**config.mk**
```make
export PLATFORM = sky130hd
export DESIGN_NAME = spcc_ctrl
export DESIGN_NICKNAME = d
export VERILOG_FILES = /design/src/inc/spcc_pkg.sv /design/src/design/spcc_ctrl.sv
export SDC_FILE = /design/constraint.sdc
export NUM_CORES = 1
export LEC_CHECK = 0
export BUFFER_PORTS_ARGS = -buffer_cell sky130_fd_sc_hd__buf_4
export CORE_ASPECT_RATIO = 0.7
export CORE_MARGIN = 2
export CORE_UTILIZATION = 26
export CTS_BUF_LIST = sky130_fd_sc_hd__clkbuf_4 sky130_fd_sc_hd__clkbuf_8
export CTS_CLUSTER_SIZE = 28
export DETAILED_ROUTE_END_ITERATION = 12
export PLACE_DENSITY = 0.48
export SYNTH_ARGS = -nofsm -noshare
export SYNTH_HDL_FRONTEND = slang
export SYNTH_SLANG_ARGS = --single-unit
```
**constraint.sdc**
```tcl
create_clock -name clk -period 4.5 [get_ports clk]
set_input_delay 0.225 -clock clk [delete_from_list [all_inputs] [get_ports clk]]
set_output_delay 0.225 -clock clk [all_outputs]
set_load 0.005 [all_outputs]
```
**src/inc/spcc_pkg.sv**
```systemverilog
// Constants and types for the socket supply and card clock control block
// Functional notes
// - Policy 0: idle and host clock stopping
// - Policy 1: stop or slow whenever idle
// - Card supply codes; 001,110,111 reserved
// - Program supply codes 000 to 011
// - Program supply 100,101 extra; 110,111 reserved
// - Control bits 31-8 and 3 read zero
// - Refuse supply not matching detected card
// - Access flag set on access, read clears
// - Mode bit shows clock changed
// - Select works only while enable set
// - Select 0 stops clock when idle
// - Select 1 divides clock by 16
// - Power management reserved bits read zero
// - Clock slowed or stopped only when idle
// - Retest reloads capability, re-enables control
// - Forced capability disables control until retest
package spcc_pkg;

  // ==========================================================
  // Register map
  localparam int          SPCC_AW          = 8;
  localparam logic [7:0]  SPCC_OFF_FORCE   = 8'h0c;
  localparam logic [7:0]  SPCC_OFF_CTRL    = 8'h10;
  localparam logic [7:0]  SPCC_OFF_PM      = 8'h20;
  localparam logic [7:0]  SPCC_OFF_IRQST   = 8'h30;
  localparam logic [7:0]  SPCC_OFF_IRQMSK  = 8'h34;
  localparam logic [31:0] SPCC_RESET_VAL   = 32'h0000_0000;

  // ==========================================================
  // Field positions
  localparam int SPCC_POLICY_BIT = 7;
  localparam int SPCC_VCC_LSB    = 4;
  localparam int SPCC_VPP_LSB    = 0;
  localparam int SPCC_ACCESS_BIT = 25;
  localparam int SPCC_MODE_BIT   = 24;
  localparam int SPCC_EN_BIT     = 16;
  localparam int SPCC_SEL_BIT    = 0;
  localparam int SPCC_RETEST_BIT = 14;
  localparam int SPCC_FCAP_LSB   = 10;
  localparam int SPCC_CAP_W      = 4;
  localparam int SPCC_CAP_5V     = 0;
  localparam int SPCC_CAP_3V     = 1;
  localparam int SPCC_CAP_X      = 2;
  localparam int SPCC_CAP_Y      = 3;
  localparam int SPCC_IRQ_W      = 3;
  localparam int SPCC_IRQ_ACCESS = 0;
  localparam int SPCC_IRQ_REFUSE = 1;
  localparam int SPCC_IRQ_MODE   = 2;

  // ==========================================================
  // Supply request codes
  localparam logic [2:0] SPCC_SUP_OFF = 3'h0;
  localparam logic [2:0] SPCC_VPP_12V = 3'h1;
  localparam logic [2:0] SPCC_SUP_5V  = 3'h2;
  localparam logic [2:0] SPCC_SUP_3V3 = 3'h3;
  localparam logic [2:0] SPCC_SUP_X   = 3'h4;
  localparam logic [2:0] SPCC_SUP_Y   = 3'h5;

  // ==========================================================
  // Card clock slow-down
  localparam int         SPCC_SLOW_DIV = 16;
  localparam int         SPCC_DIV_W    = 4;
  localparam logic [3:0] SPCC_DIV_LAST = 4'(SPCC_SLOW_DIV - 1);

  typedef enum logic [2:0] {
    SPCC_CLK_RUN  = 3'b001,
    SPCC_CLK_SLOW = 3'b010,
    SPCC_CLK_STOP = 3'b100
  } spcc_clk_state_t;

  typedef struct packed {
    logic [2:0] vcc;
    logic [2:0] vpp;
  } spcc_supply_t;

endpackage : spcc_pkg

```
**src/design/spcc_ctrl.sv**
```systemverilog
// Socket supply requests and card clock power management over APB
//
// Chosen here: the APB slave port.
`timescale 1ns/1ns
module spcc_ctrl (
  input  wire logic                        clk,             // Host bus clock
  input  wire logic                        resetn,          // Sync reset, low
  input  wire logic                        psel,            // APB select
  input  wire logic                        penable,         // APB enable
  input  wire logic                        pwrite,          // APB direction
  input  wire logic [spcc_pkg::SPCC_AW-1:0] paddr,          // APB byte address
  input  wire logic [31:0]                 pwdata,          // APB write data
  output logic      [31:0]                 prdata,          // APB read data
  output logic                             pready,          // APB ready
  output logic                             pslverr,         // Unmapped address
  input  wire logic [spcc_pkg::SPCC_CAP_W-1:0] cardCapPin,  // Card voltage sense
  input  wire logic                        cardAccess,      // Card access pulse
  input  wire logic                        socketIdle,      // Socket idle level
  input  wire logic                        hostClkStopping, // Host clock stop prep
  output spcc_pkg::spcc_supply_t           supplyOut,       // Applied supplies
  output logic                             cardClkTick,     // Card clock enable
  output logic                             irq              // Interrupt level
);
  import spcc_pkg::*;

  // ==========================================================
  // Supply check, used for both supplies
  function automatic logic supplyOk(input logic [2:0] code,
                                    input logic [SPCC_CAP_W-1:0] cap,
                                    input logic isVpp);
    logic ok;
    ok = 1'b0;
    case (code)
      SPCC_SUP_OFF: ok = 1'b1;
      SPCC_VPP_12V: ok = isVpp & (|cap);
      SPCC_SUP_5V:  ok = cap[SPCC_CAP_5V];
      SPCC_SUP_3V3: ok = cap[SPCC_CAP_3V];
      SPCC_SUP_X:   ok = cap[SPCC_CAP_X];
      SPCC_SUP_Y:   ok = cap[SPCC_CAP_Y];
      default:      ok = 1'b0;
    endcase
    return ok;
  endfunction : supplyOk

  // ==========================================================
  // Sense pin synchroniser
  // Pins are asynchronous to the host clock
  logic [SPCC_CAP_W-1:0] capMeta_reg;
  logic [SPCC_CAP_W-1:0] capSync_reg;

  always_ff @(posedge clk) begin
    if (!resetn) begin
      capMeta_reg <= '0;
      capSync_reg <= '0;
    end else begin
      capMeta_reg <= cardCapPin;
      capSync_reg <= capMeta_reg;
    end
  end

  // ==========================================================
  // APB decode
  logic        setupPh;
  logic        accessDone;
  logic        wrDone;
  logic        rdDone;
  logic        hitForce;
  logic        hitCtrl;
  logic        hitPm;
  logic        hitIrqSt;
  logic        hitIrqMsk;
  logic        hitAny;
  logic        wrForce;
  logic        wrCtrl;
  logic        wrPm;
  logic        wrIrqSt;
  logic        wrIrqMsk;
  logic        rdPm;

  assign setupPh    = psel & ~penable;
  assign accessDone = psel & penable & pready;
  assign wrDone     = accessDone & pwrite;
  assign rdDone     = accessDone & ~pwrite;
  assign hitForce   = paddr == SPCC_OFF_FORCE;
  assign hitCtrl    = paddr == SPCC_OFF_CTRL;
  assign hitPm      = paddr == SPCC_OFF_PM;
  assign hitIrqSt   = paddr == SPCC_OFF_IRQST;
  assign hitIrqMsk  = paddr == SPCC_OFF_IRQMSK;
  assign hitAny     = hitForce | hitCtrl | hitPm | hitIrqSt | hitIrqMsk;
  assign wrForce    = wrDone & hitForce;
  assign wrCtrl     = wrDone & hitCtrl;
  assign wrPm       = wrDone & hitPm;
  assign wrIrqSt    = wrDone & hitIrqSt;
  assign wrIrqMsk   = wrDone & hitIrqMsk;
  assign rdPm       = rdDone & hitPm;

  // ==========================================================
  // Register state
  logic                  policy_reg;
  logic [2:0]            vccReq_reg;
  logic [2:0]            vppReq_reg;
  logic                  clock_control_enable_reg;
  logic                  stopSlowSel_reg;
  logic                  accessSeen_reg;
  logic                  accessSeen_next;
  logic [SPCC_CAP_W-1:0] cardCap_reg;
  logic [SPCC_CAP_W-1:0] cardCap_next;
  logic                  ctrlEnabled_reg;
  logic                  ctrlEnabled_next;
  logic [SPCC_IRQ_W-1:0] irqSt_reg;
  logic [SPCC_IRQ_W-1:0] irqSt_next;
  logic [SPCC_IRQ_W-1:0] irqMsk_reg;
  logic [SPCC_IRQ_W-1:0] irqEvent;
  spcc_clk_state_t       clkState_reg;
  spcc_clk_state_t       clkState_next;
  logic [SPCC_DIV_W-1:0] divCnt_reg;

  // ==========================================================
  // Supply request acceptance
  logic [2:0] vccWr;
  logic [2:0] vppWr;
  logic       reqOk;
  logic       reqRefused;
  logic       forceAny;
  logic       wrAccept;

  assign vccWr      = pwdata[SPCC_VCC_LSB +: 3];
  assign vppWr      = pwdata[SPCC_VPP_LSB +: 3];
  assign reqOk      = ctrlEnabled_reg
                    & supplyOk(vccWr, cardCap_reg, 1'b0)
                    & supplyOk(vppWr, cardCap_reg, 1'b1);
  assign reqRefused = wrCtrl & ~reqOk;
  assign forceAny   = |pwdata[SPCC_FCAP_LSB +: SPCC_CAP_W];
  assign wrAccept   = wrCtrl & reqOk;

  always_ff @(posedge clk) begin
    if (!resetn) begin
      policy_reg <= 1'b0;
      vccReq_reg <= SPCC_SUP_OFF;
      vppReq_reg <= SPCC_SUP_OFF;
    end else if (wrCtrl) begin
      policy_reg <= pwdata[SPCC_POLICY_BIT];
      if (wrAccept) begin
        vccReq_reg <= vccWr;
        vppReq_reg <= vppWr;
      end
    end
  end

  // ==========================================================
  // Capability and control enable, driven by force writes
  // Retest wins over a forced capability in one write
  always_comb begin
    cardCap_next     = cardCap_reg;
    ctrlEnabled_next = ctrlEnabled_reg;
    if (wrForce && pwdata[SPCC_RETEST_BIT]) begin
      cardCap_next     = capSync_reg;
      ctrlEnabled_next = 1'b1;
    end else if (wrForce && forceAny) begin
      cardCap_next     = cardCap_reg | pwdata[SPCC_FCAP_LSB +: SPCC_CAP_W];
      ctrlEnabled_next = 1'b0;
    end
  end

  always_ff @(posedge clk) begin
    if (!resetn) begin
      cardCap_reg     <= '0;
      ctrlEnabled_reg <= 1'b0;
    end else begin
      cardCap_reg     <= cardCap_next;
      ctrlEnabled_reg <= ctrlEnabled_next;
    end
  end

  // ==========================================================
  // Power management register
  // Only bits shown as set in the read clear, so a set between
  // capture and completion survives
  assign accessSeen_next = cardAccess
                         | (accessSeen_reg & ~(rdPm & prdata[SPCC_ACCESS_BIT]));

  always_ff @(posedge clk) begin
    if (!resetn) begin
      clock_control_enable_reg   <= 1'b0;
      stopSlowSel_reg <= 1'b0;
      accessSeen_reg  <= 1'b0;
    end else begin
      accessSeen_reg <= accessSeen_next;
      if (wrPm) begin
        clock_control_enable_reg   <= pwdata[SPCC_EN_BIT];
        stopSlowSel_reg <= pwdata[SPCC_SEL_BIT];
      end
    end
  end

  // ==========================================================
  // Card clock control
  logic                  allowIdle;
  logic                  divLast;
  logic                  inRun;
  logic                  inSlow;
  logic [SPCC_DIV_W-1:0] divCnt_next;
  logic                  clkTick_next;

  assign allowIdle    = clock_control_enable_reg
                      & socketIdle
                      & (policy_reg | hostClkStopping);
  assign inRun        = clkState_reg == SPCC_CLK_RUN;
  assign inSlow       = clkState_reg == SPCC_CLK_SLOW;
  assign divLast      = divCnt_reg == SPCC_DIV_LAST;
  assign divCnt_next  = inSlow ? divCnt_reg + 1'b1 : '0;
  assign clkTick_next = inRun | (inSlow & divLast);

  // Idle target picked by the stop-or-slow select
  function automatic spcc_clk_state_t idleState(input logic sel);
    return sel ? SPCC_CLK_SLOW : SPCC_CLK_STOP;
  endfunction : idleState

  always_comb begin
    case (clkState_reg)
      SPCC_CLK_RUN: begin
        clkState_next = allowIdle ? idleState(stopSlowSel_reg) : SPCC_CLK_RUN;
      end
      SPCC_CLK_SLOW: begin
        // Select may change while slowed; follow it at once
        clkState_next = allowIdle ? idleState(stopSlowSel_reg) : SPCC_CLK_RUN;
      end
      SPCC_CLK_STOP: begin
        clkState_next = allowIdle ? idleState(stopSlowSel_reg) : SPCC_CLK_RUN;
      end
      default: begin
        clkState_next = SPCC_CLK_RUN;
      end
    endcase
  end

  always_ff @(posedge clk) begin
    if (!resetn) begin
      clkState_reg <= SPCC_CLK_RUN;
      divCnt_reg   <= '0;
      cardClkTick  <= 1'b0;
    end else begin
      clkState_reg <= clkState_next;
      divCnt_reg   <= divCnt_next;
      cardClkTick  <= clkTick_next;
    end
  end

  logic modeChanged;
  assign modeChanged = clkState_reg != SPCC_CLK_RUN;

  // ==========================================================
  // Interrupt status, write one to clear, set wins
  // Mode event fires on every clock state change
  assign irqEvent[SPCC_IRQ_ACCESS] = cardAccess;
  assign irqEvent[SPCC_IRQ_REFUSE] = reqRefused;
  assign irqEvent[SPCC_IRQ_MODE]   = clkState_next != clkState_reg;

  genvar gi;
  generate
    for (gi = 0; gi < SPCC_IRQ_W; gi++) begin : gIrq
      assign irqSt_next[gi] = irqEvent[gi] | (irqSt_reg[gi] & ~(wrIrqSt & pwdata[gi]));
      always_ff @(posedge clk) begin
        if (!resetn) begin
          irqSt_reg[gi] <= 1'b0;
        end else begin
          irqSt_reg[gi] <= irqSt_next[gi];
        end
      end
    end
  endgenerate

  logic irqPending;
  assign irqPending = |(irqSt_reg & irqMsk_reg);

  always_ff @(posedge clk) begin
    if (!resetn) begin
      irqMsk_reg <= '0;
      irq        <= 1'b0;
    end else begin
      if (wrIrqMsk) begin
        irqMsk_reg <= pwdata[SPCC_IRQ_W-1:0];
      end
      irq <= irqPending;
    end
  end

  // ==========================================================
  // Read mux; reserved bits stay zero
  logic [31:0] ctrlRd;
  logic [31:0] pmRd;
  logic [31:0] rdValue;

  always_comb begin
    ctrlRd                          = SPCC_RESET_VAL;
    ctrlRd[SPCC_POLICY_BIT]         = policy_reg;
    ctrlRd[SPCC_VCC_LSB +: 3]       = vccReq_reg;
    ctrlRd[SPCC_VPP_LSB +: 3]       = vppReq_reg;
    pmRd                            = SPCC_RESET_VAL;
    pmRd[SPCC_ACCESS_BIT]           = accessSeen_reg;
    pmRd[SPCC_MODE_BIT]             = modeChanged;
    pmRd[SPCC_EN_BIT]               = clock_control_enable_reg;
    pmRd[SPCC_SEL_BIT]              = stopSlowSel_reg;
  end

  assign rdValue = hitCtrl   ? ctrlRd :
                   hitPm     ? pmRd :
                   hitIrqSt  ? {{(32-SPCC_IRQ_W){1'b0}}, irqSt_reg} :
                   hitIrqMsk ? {{(32-SPCC_IRQ_W){1'b0}}, irqMsk_reg} :
                   SPCC_RESET_VAL;

  logic [31:0] rdReturn;
  assign rdReturn = pwrite ? SPCC_RESET_VAL : rdValue;

  // ==========================================================
  // APB answer: ready in the first access cycle
  // Read data taken at setup, ahead of any read-clear
  always_ff @(posedge clk) begin
    if (!resetn) begin
      pready  <= 1'b0;
      pslverr <= 1'b0;
      prdata  <= SPCC_RESET_VAL;
    end else if (setupPh) begin
      pready  <= 1'b1;
      pslverr <= ~hitAny;
      prdata  <= rdReturn;
    end else begin
      pready  <= 1'b0;
      pslverr <= 1'b0;
    end
  end

  // ==========================================================
  // Applied supplies follow accepted requests
  // Refused writes never reach the power switch
  always_ff @(posedge clk) begin
    if (!resetn) begin
      supplyOut <= '0;
    end else begin
      supplyOut.vcc <= vccReq_reg;
      supplyOut.vpp <= vppReq_reg;
    end
  end

endmodule : spcc_ctrl

```
==> run metrics <==
crit-path leading delay family=simple AND/OR/NAND/NOR gates; cts hold-fix bufs=0; Max-Cap Viols=0; RSZ-0062 raised after global routing=false; Setup crit end kind=flop; area of the die=10,100 um2; R2R Path End=cardCap_reg[2]$_SDFFE_PN0P_; max reg flops=10; TritonCTS Buffers=5; CP Launch Point=pready$_SDFF_PN0_; crit path time final=1.95 ns; worst min path class=primary input to flop; worst-margin pin slew=0.758 ns; CTS sink count=56; Max Clock Freq=0.514 GHz; antenna cells=0; Top reg by flops=prdata; Place WS=2.30 ns; Die Width=119 um; Power, Total=0.854 mW; Worst EP arrival=2.15 ns; crit path max-delay cell type=nor3b_1; WP depth=5; Crit Path Max Fanout=6; reg2reg path depth=5; Setup crit end=cardCap_reg[2]$_SDFFE_PN0P_; EDFF count, synth=0; Final WS setup=2.55 ns; GR Overflow Total=0; Routed WL=5770 um; largest net degree at the start of global routing=30; final period utilization=43.2%; clk_skew=0.00605 ns; Leak=1.22 nW; Max Slew Vio Count=0; root buf cell=clkbuf_8; Layout area overhead=21.6%; DP Area=2840 um2; Ys Warns=0; vias per cell=4.43; I/O Buffers=52; Starting Density=26.7%; TritonCTS clock tree=done; GPL Wtd Cong=0.817; Clk Latency, worst-skew pair=0.31 ns; Design Area, Final=2930 um2; via count of the first global-routing pass=1,840; Layout Cells excl Fill=440; Yosys reg bits=56; Post-CTS Setup Repair Bufs=0; Post-Place Cells=432; initial antenna violation count=0; Post-DRT Antenna Nets=0; row count=29; Post-synth ARST share=0%; DRC=0; height of the die=84.6 um; setup TNS=0 ns; Worst-path clk slew=0.10 ns; RR Startpoint=pready$_SDFF_PN0_; Hold Violations, Final=0; FILL cells=951; Crit Path Category=flop to flop; Avg WL per Cell=13.1 um; clock buffer depth=2; CP max stage delay=0.62 ns; Largest regs=prdata: 10 flops, supplyOut: 6 flops; Total GRT Usage=11.7%; worst-path cell chain=nand4_1 -> nor3b_1 -> nand2_1 -> o21ai_0 -> a21oi_1; share of cells above drive strength 1=21.5%; Std-Cell Core Area=9030 um2; Nets=368; outcome=finished, final reports clean; pwr dens=291 nW/um2; Syn Inst Count=265; R2R setup slack=2.55 ns; H-tree Lvls=2; most common flop cell mapped by yosys=dfxtp_1; CP required=4.70 ns; Final setup viols=0; # IOs=94; routed via count=1,947; highest ir drop seen on vdd=0.109 mV; Mapped Area=2410 um2; syn_area_per_cell=9.10 um2; library cells used by synthesis=43; initial DRC count=90; post-CTS sizing=0; first-pass GRT wire length=9360 um; CP Launch Type=flop; Seq/Total Area, Yosys=46.5%; hpwl dp=4370 um; DR pass1 iterations=4; Buffers & Inverters on Critical Path=0; Rel. slew slack=49.4%
cell usage after synthesis (all sizes together) (2+ instances only):
cell	instances	area, um2
nand4	4	25.0
a21oi	13	65.1
nor3	5	36.3
mux2i	12	120
xor2	2	17.5
buf	22	165
o21ai	15	75.1
a22oi	10	75.1
nand3	3	15.0
nor2	25	93.8
o22ai	2	12.5
nand2	22	82.6
and2	9	56.3
clkbuf	8	30.0
nand2b	9	56.3
nor4	6	73.8
inv	16	60.1
o2111ai	2	17.5
a311oi	2	17.5
mux2	2	22.5
dfxtp	56	1120
o41ai	2	17.5
metal layers:
metal | vias to the layer above | share of wire [%] | GRT usage [%] | routed length [um]
met5 | - | 0 | 0 | 0
met4 | 0 | 0.99 | 2.92 | 57
met3 | 6 | 8.0 | 4.28 | 462
met2 | 63 | 40 | 16.0 | 2290
met1 | 899 | 51 | 17.1 | 2960
li1 | 979 | - | - | -
cells in the final DEF, fill, tap and decap left out, drive strengths merged, types with 3 or more instances in the layout:
cell type and n:
and2 9, conb 22, mux2i 12, nor3 5
nor2 25, a21oi 13, clkbuf 5, a22oi 10
dfxtp 56, nand2 22, o21ai 15, nand2b 9
nor4 6, inv 17, nand4 4, nand3 3
buf 52
how the worst min path moves through the flow:
stage | endpoint | slack (ns) | startpoint | cells after the start
finish | capMeta_reg[3]$_SDFF_PN0_ | 0.11 | cardCapPin[3] | 2
global route | capMeta_reg[2]$_SDFF_PN0_ | 0.1 | cardCapPin[2] | 2
CTS | capMeta_reg[2]$_SDFF_PN0_ | 0.10 | cardCapPin[2] | 2
detailed placement | capSync_reg[3]$_SDFF_PN0_ | 0.42 | capMeta_reg[3]$_SDFF_PN0_ | 1
global placement | capSync_reg[1]$_SDFF_PN0_ | 0.41 | capMeta_reg[1]$_SDFF_PN0_ | 1
floorplan | irqSt_reg[0]$_SDFF_PN0_ | 0.33 | pwdata[0] | 1
metrics by stage:
stage / hold WS [ns] / util, %
2_1_floorplan: 0.326 / -
3_3_place_gp: 0.414 / 31.4
3_5_place_dp: 0.417 / 31.4
4_1_cts: 0.103 / 32.5
5_1_grt: 0.0985 / 32.5
6_report: 0.111 / 32.5
cell type report:
type | count | area, um2 | area share, %
clock inverter | 3 | 22.5 | 0.768
inverter | 16 | 60.1 | 2.05
tap | 124 | 155 | 5.29
sequential | 56 | 1120 | 38.2
multi-input combinational | 184 | 1110 | 38.0
timing repair buffer | 52 | 390 | 13.3
clock buffer | 5 | 68.8 | 2.35
cells by family (layout without fill, tap and decap cells):
logic type	count (synthesis)	in the layout	share of synthesized area, %
xor+xnor	3	3	1.09
simple gates	89	89	20.4
mux	14	14	5.91
buf+inv	46	76	10.6
compound gates	55	55	14.8
other cells	1	22	0.155
flops	56	56	46.5
fa+ha+maj	1	1	0.519
report_power, final:
part	switching, mW	internal (mW)
logic	0.0383	0.0285
registers	0.00197	0.501
clock network	0.172	0.112
Power figures use the tool's default switching activity.
